**config.mk**
```make
export PLATFORM = sky130hd
export DESIGN_NAME = sdc_access
export DESIGN_NICKNAME = d
export VERILOG_FILES = /design/src/sdc_pkg.sv /design/src/sdc_access.sv
export SDC_FILE = /design/constraint.sdc
export NUM_CORES = 1
export LEC_CHECK = 0
export BUFFER_PORTS_ARGS = -buffer_cell sky130_fd_sc_hd__buf_4
export CORE_ASPECT_RATIO = 0.5
export CORE_MARGIN = 1.5
export CORE_UTILIZATION = 50
export CTS_CLUSTER_DIAMETER = 30
export DETAILED_ROUTE_END_ITERATION = 7
export PLACE_DENSITY = 0.7
export SLEW_MARGIN = 20
export SYNTH_ARGS = -nofsm -noshare
export SYNTH_HDL_FRONTEND = slang
export SYNTH_SLANG_ARGS = --single-unit
```
**constraint.sdc**
```tcl
create_clock -name clk -period 2.4 [get_ports clk]
set_input_delay 0.12 -clock clk [delete_from_list [all_inputs] [get_ports clk]]
set_output_delay 0.12 -clock clk [all_outputs]
set_load 0.05 [all_outputs]
```
**src/sdc_pkg.sv**
```systemverilog
// shared types and constants of the dual converter spi access block
package sdc_pkg;

  // ****************************************
  // frame layout
  // ****************************************
  localparam int          DAC_CODE_BITS  = 12;
  localparam int          ADC_RES_BITS   = 10;
  localparam logic [4:0]  DAC_FRAME_BITS = 5'h10;
  localparam logic [4:0]  ADC_CMD_BITS   = 5'h08;
  localparam logic [4:0]  BIT_CNT_MAX    = 5'h1F;
  localparam int          DAC_CH_POS     = 15;
  localparam logic [5:0]  ADC_PAD        = 6'h00;

  // ****************************************
  // reset values
  // ****************************************
  localparam logic [11:0] DAC_RESET      = 12'h000;
  localparam logic [9:0]  ADC_RESET      = 10'h000;
  localparam logic [9:0]  ADC_FULL_SCALE = 10'h3FF;

  // ****************************************
  // timing
  // ****************************************
  localparam int          CLK_HZ          = 100_000_000;
  localparam int          SAMPLE_RATE_SPS = 72_000;
  localparam int          SAMPLE_CYCLES   = CLK_HZ / SAMPLE_RATE_SPS;
  localparam logic [10:0] SAMPLE_LAST     = 11'(SAMPLE_CYCLES - 1);
  localparam logic [10:0] PACE_RESET      = 11'h000;

  // ****************************************
  // types
  // ****************************************
  typedef enum logic [1:0] {
    SDC_IDLE,
    SDC_DAC,
    SDC_ADC
  } sdc_phase_t;

  typedef struct packed {
    logic sclk;
    logic mosi;
    logic adc_select_n;
    logic dac_select_n;
  } sdc_spi_in_t;

  typedef struct packed {
    logic miso;
    logic miso_oe;
  } sdc_spi_out_t;

  typedef struct packed {
    logic        sclk_q;
    sdc_phase_t  phase;
    logic [4:0]  bit_cnt;
    logic [15:0] rx;
    logic [15:0] tx;
    logic [11:0] dac0;
    logic [11:0] dac1;
    logic [9:0]  res0;
    logic [9:0]  res1;
    logic [10:0] pace;
    logic        conv_ch;
    logic        conv_stb;
  } sdc_state_t;

endpackage : sdc_pkg

```
**src/sdc_access.sv**
```systemverilog
// spi slave giving access to a two channel d/a and a two channel a/d
`timescale 1ns/10ps
// Overview of operation
// (RQ1) each converter answers only while its select low
// (RQ2) select left high means converter untouched
// (RQ3) shared bus: host drives clock, mosi; miso returns
// (RQ4) host selects alternate function zero on pins
// (RQ5) 12-bit code; narrow variants drop low bits
// (RQ6) 8-bit code sits in bits 4 to 11
// (RQ7) two channels, chosen within every access
// (RQ8) a/d result is 10-bit unsigned, 0 to 1023
// (RQ9) about 72k conversions per second overall
// (RQ10) host exchanges three bytes per a/d read
// (RQ11) d/a output linear in the written code
// (RQ12) host sets bus clock, clears flags first
// (RQ13) d/a write is two bytes, select low
// (RQ14) one select per transfer, high between
module sdc_access
  import sdc_pkg::*;
#(
  parameter int DAC_BITS = 12
) (
  // clock and reset
  input  wire logic         clk,
  input  wire logic         nrst,
  // spi pins
  input  wire sdc_spi_in_t  spi_in,
  output      sdc_spi_out_t spi_out,
  // converter side
  input  wire logic [9:0]   analog_in_ch0,
  input  wire logic [9:0]   analog_in_ch1,
  output      logic [11:0]  analog_out_ch0,
  output      logic [11:0]  analog_out_ch1,
  output      logic         sample_strobe,
  output      logic         sample_ch
);

  // narrow variants ignore the low code bits
  localparam logic [11:0] LOW_MASK  = (12'h001 << (DAC_CODE_BITS - DAC_BITS))
                                      - 12'h001;
  localparam logic [11:0] CODE_MASK = ~LOW_MASK;

  sdc_state_t st;
  sdc_state_t next_st;
  logic       rise;
  logic       fall;

  // ****************************************
  // bus clock edges
  // ****************************************
  // sclk is slow against clk, so edges are found by sampling
  assign rise = spi_in.sclk & ~st.sclk_q;
  assign fall = ~spi_in.sclk & st.sclk_q;

  // ****************************************
  // next state
  // ****************************************
  always_comb begin
    next_st          = st;
    next_st.sclk_q   = spi_in.sclk;
    next_st.conv_stb = 1'b0;

    // conversion pacing, channels alternate
    if (st.pace == SAMPLE_LAST) begin // see RQ9
      next_st.pace     = PACE_RESET;
      next_st.conv_stb = 1'b1;
      next_st.conv_ch  = ~st.conv_ch;
      if (st.conv_ch) begin // see RQ7
        next_st.res1 = analog_in_ch1; // see RQ8
      end else begin
        next_st.res0 = analog_in_ch0;
      end
    end else begin
      next_st.pace = st.pace + 11'h001;
    end

    case (st.phase)
      SDC_IDLE: begin
        next_st.bit_cnt = 5'h00;
        // both low at once is a host fault: nobody answers
        if (!spi_in.adc_select_n && spi_in.dac_select_n) begin // see RQ1
          next_st.phase = SDC_ADC;
        end else if (!spi_in.dac_select_n && spi_in.adc_select_n) begin
          next_st.phase = SDC_DAC; // see RQ2
        end
      end
      SDC_DAC: begin
        if (spi_in.dac_select_n) begin
          next_st.phase = SDC_IDLE;
          // only a whole 16 bit frame updates an output
          if (st.bit_cnt == DAC_FRAME_BITS) begin // see RQ13
            if (st.rx[DAC_CH_POS]) begin // see RQ7
              next_st.dac1 = st.rx[11:0] & CODE_MASK; // see RQ5
            end else begin
              next_st.dac0 = st.rx[11:0] & CODE_MASK; // see RQ11
            end
          end
        end else if (rise) begin
          next_st.rx = {st.rx[14:0], spi_in.mosi}; // see RQ3
          if (st.bit_cnt != BIT_CNT_MAX) begin
            next_st.bit_cnt = st.bit_cnt + 5'h01;
          end
        end
      end
      SDC_ADC: begin
        if (spi_in.adc_select_n) begin
          next_st.phase = SDC_IDLE;
        end else if (rise) begin
          next_st.rx = {st.rx[14:0], spi_in.mosi};
          if (st.bit_cnt != BIT_CNT_MAX) begin
            next_st.bit_cnt = st.bit_cnt + 5'h01;
          end
          // last bit of the command byte picks the channel
          if (st.bit_cnt == ADC_CMD_BITS - 5'h01) begin // see RQ7
            next_st.tx = spi_in.mosi ? {ADC_PAD, st.res1}
                                     : {ADC_PAD, st.res0}; // see RQ8
          end
        end else if (fall && st.bit_cnt > ADC_CMD_BITS) begin
          next_st.tx = {st.tx[14:0], 1'b0}; // see RQ3
        end
      end
      default: begin
        next_st.phase = SDC_IDLE;
      end
    endcase
  end

  // ****************************************
  // state register
  // ****************************************
  always_ff @(posedge clk or negedge nrst) begin
    if (!nrst) begin
      st <= '{sclk_q:   1'b0,
              phase:    SDC_IDLE,
              bit_cnt:  5'h00,
              rx:       16'h0000,
              tx:       16'h0000,
              dac0:     DAC_RESET,
              dac1:     DAC_RESET,
              res0:     ADC_RESET,
              res1:     ADC_RESET,
              pace:     PACE_RESET,
              conv_ch:  1'b0,
              conv_stb: 1'b0};
    end else begin
      st <= next_st;
    end
  end

  // ****************************************
  // outputs
  // ****************************************
  assign spi_out.miso    = st.tx[15];
  // miso released whenever the a/d is not selected
  assign spi_out.miso_oe = (st.phase == SDC_ADC) &
                           ~spi_in.adc_select_n; // see RQ1
  assign analog_out_ch0  = st.dac0;
  assign analog_out_ch1  = st.dac1;
  assign sample_strobe   = st.conv_stb;
  assign sample_ch       = ~st.conv_ch;

  // ****************************************
  // checks
  // ****************************************
  logic [10:0] gap;
  logic        gap_ok;

  always_ff @(posedge clk or negedge nrst) begin
    if (!nrst) begin
      gap    <= 11'h000;
      gap_ok <= 1'b0;
    end else if (st.conv_stb) begin
      gap    <= 11'h001;
      gap_ok <= 1'b1;
    end else begin
      gap    <= gap + 11'h001;
    end
  end
endmodule : sdc_access

```
==> impl_results.md <==
* Outcome: finished clean
* CTS Buf Count at 9
* Clk pin slew, worst setup/hold paths at about 0.060 ns
* CP required at around 2.6 ns
* Final hold viol count at 0
* Multi-input gate area at around 1700 um^2
* Area growth from synthesis to layout at 15.2%
* CP dominant cell by count: nand2_1
* CTS sink count at 97
* Syn nets at 370
* CTS resizes at 0
* Core area at about 8200 um^2
* Pwr dens at about 740 nW/um^2
* Main synth FF type: dfrtp_1
* N_diodes at 0
* Worst slack, placed at about 0.41 ns
* CTS tree: built
* Die area at between 9000 and 10000 um^2
* Crit-path slowest cell: mux2_2
* Routability Congestion at around 0.76
* Drt pass-1 iters at 4
* Post-route cell area at 5040 um^2
* Seq/Total Area, Yosys at 55.5%
* Antenna violations before repair at 0
* Io pins at 54
* Slew Limit Fails at 0
* YS warnings at 0
* FF+latch count, synth at slightly below 100
* Max Cap Violations at 0
* Die height at 69.1 um
* Vias in the first global route at 2688
* Max Freq at about 0.50 GHz
* HP Class: in -> reg
* Drt total wl at between 7 and 8 mm
* # placed instances at approximately 470
* Post-synth EDFFs at 0
* CP Launch Type: register
* Final period utilization at 83.5%
* Largest net degree at the start of global routing at 73
* Post-CTS setup buffers at 0
* Vias per inst at 5.13
* Total Neg Setup Slack at 0 ns
* Worst rel slew slack at ~42%
* IR drop worst, VDD at approximately 360 uV
* Unrepaired setup endpoints after global routing: false
* Clk_skew at about 0.0057 ns
* Critical Path AT at roughly 2.2 ns
* FF/Latch Area at 2430 um^2
* Tot GR Track Use at approximately 18%
* HPWL Detailed at around 5.2 mm
* Drt initial violations at between 100 and 150
* # port buffers at 53
* Root Buffer Master: clkbuf_16
* Total Nets Final at ~400
* Post-DR wirelength/cell at between 10 and 15 um
* Total grt overflow at 0
* Pleak at 2.48 nW
* Final WS setup at just under 0.4 ns
* Filler cells at 639
* DP Area at ~4700 um^2
* WS Path Type: reg -> reg
* Synth Cell Area at approximately 4400 um^2
* Layout cell share with drive strength beyond 1 at about two fifths
* Largest buffer count on any clock path at 2
* # H-tree levels at 3
* DRC at 0
* Number of routed nets with antenna violations at 0
* Crit path largest cell delay at 0.42 ns
* Via count at roughly 2500
* First-pass GRT wire length at 12.9 mm
* Post-synth ARST share at 100%
* Width of the die at about 140 um
* Tightest Pin Transition at about 0.87 ns
* Highest net fanout along the worst path at 12
* Filler-free cell count of the finished design at roughly 490
* Design Power at ~0.0037 W
* Starting Density at a little over half
* Syn_area_per_cell at about 13 um^2
* Cell Rows at 23
* Worst skew pair latency at around 0.33 ns
* Fin crit period at between 2 and 2.5 ns
* Cells after Synth at ~340
* Synth unique cells at 42
* Cells along the critical path: inv_1 > ha_1 > nand2_1 > nor3_1 > nand2_1 > mux2_2
* Setup violations, final at 0
* Setup crit end kind: register
==> worst max-delay path, delay by kind of cell, from the launching register on <==
kind / cells / cell delay, ns
simple gates: 3 / 0.71
mux: 1 / 0.42
fa+ha+maj: 1 / 0.24
buf+inv: 1 / 0.10
flops: 1 / 0.41
==> area by class of cell <==
cell class | count | share of cell area [%]
Clock buffer | 12 | 4.89
Clock inverter | 4 | 1.04
Inverter | 8 | 0.596
Multi-Input combinational cell | 196 | 33.2
Sequential cell | 97 | 48.2
Tap cell | 112 | 2.78
Timing Repair Buffer | 62 | 9.33
==> cell usage after synthesis, types with 3 or more instances <==
cell | number | area (um^2)
nor2_1 | 15 | 56.3
mux2_4 | 4 | 60.1
nor2b_1 | 3 | 18.8
buf_4 | 27 | 203
buf_2 | 4 | 20.0
and2_1 | 4 | 25.0
o21ai_0 | 13 | 65.1
inv_1 | 8 | 30.0
mux2_2 | 66 | 743
a21oi_1 | 3 | 15.0
nand3_1 | 4 | 20.0
ha_1 | 8 | 100
xnor2_1 | 5 | 43.8
dfrtp_1 | 97 | 2430
mux2i_1 | 11 | 110
nand2_1 | 23 | 86.3
a22o_1 | 6 | 52.6
xor2_1 | 5 | 43.8
nor3_1 | 3 | 15.0
==> per-layer routing <==
layer	GRT usage [%]	wire length [um]	vias to the layer above	part of all wire [%]
li1	-	-	1206	-
met1	22.8	3480	1256	48
met2	28.9	3400	46	47
met3	5.37	327	9	4.5
met4	4.90	72	0	0.99
met5	0	0	-	0
==> repair_timing <==
item,4_1_cts,5_1_grt
setup endpoints to repair,0,0
hold endpoints to repair,71,0
hold buffers,2,0
==> layout by cell type (no fill, tap or decap), drive strengths merged, types with 6 or more instances in the layout <==
cell type / netlist / routed
a22o: 6 / 6
buf: 33 / 60
clkbuf: 2 / 12
dfrtp: 97 / 97
ha: 8 / 8
inv: 8 / 8
mux2: 70 / 70
mux2i: 11 / 11
nand2: 23 / 23
nor2: 15 / 15
o21ai: 14 / 14
==> stage by stage <==
| stage | hold WS, ns | util [%] |
|---|---|---|
| finish | 0.0164 | 61.2 |
| detailed placement | 0.267 | 57.4 |
| global placement | 0.263 | 57.4 |
| global route | 0.00661 | 61.2 |
| CTS | 0.00258 | 61.2 |
| floorplan | -0.176 | - |
==> path summary, 6_finish.rpt <==
path / slack, ns / startpoint / to / cells past startpoint
worst max-delay path: 0.40 / st[95]$_DFFE_PN0P_ / analog_out_ch1[10]$_DFFE_PN0P_ / 6
worst min-delay path: 0.02 / analog_in_ch1[3] / st[16]$_DFFE_PN0P_ / 2
worst max register to register: 0.40 / st[95]$_DFFE_PN0P_ / analog_out_ch1[10]$_DFFE_PN0P_ / 6
worst min register to register: 0.48 / st[2]$_DFF_PN0_ / st[2]$_DFF_PN0_ / 1
max in group asynchronous: 1.20 / nrst / st[1]$_DFFE_PN0N_ / 3
min in group asynchronous: 0.45 / nrst / analog_out_ch1[4]$_DFFE_PN0P_ / 2
==> cells by family after synthesis <==
family | count (synthesis) | synth area share, %
flip-flops | 97 | 55.5
multiplexers | 81 | 20.9
AND/OR/NAND/NOR | 68 | 8.55
buffers and inverters | 43 | 6.29
AO/OA/AOI/OAI | 29 | 4.49
XOR/XNOR | 10 | 2.00
adder cells (fa/ha/maj) | 8 | 2.29
==> flip-flops by register name (all words and copies together), names as in the netlist <==
name,cells
analog_out_ch0,12
analog_out_ch1,12
sample_strobe,1
spi_out,1
st,71
==> where the power goes <==
part / leakage, nW / internal (W) / switching (W)
clock network: 0.135 / 0.000836 / 0.000557
registers: 1.31 / 0.00174 / 0.0000946
logic: 1.04 / 0.000231 / 0.000275
No activity file was read; power rests on OpenSTA's default activity.
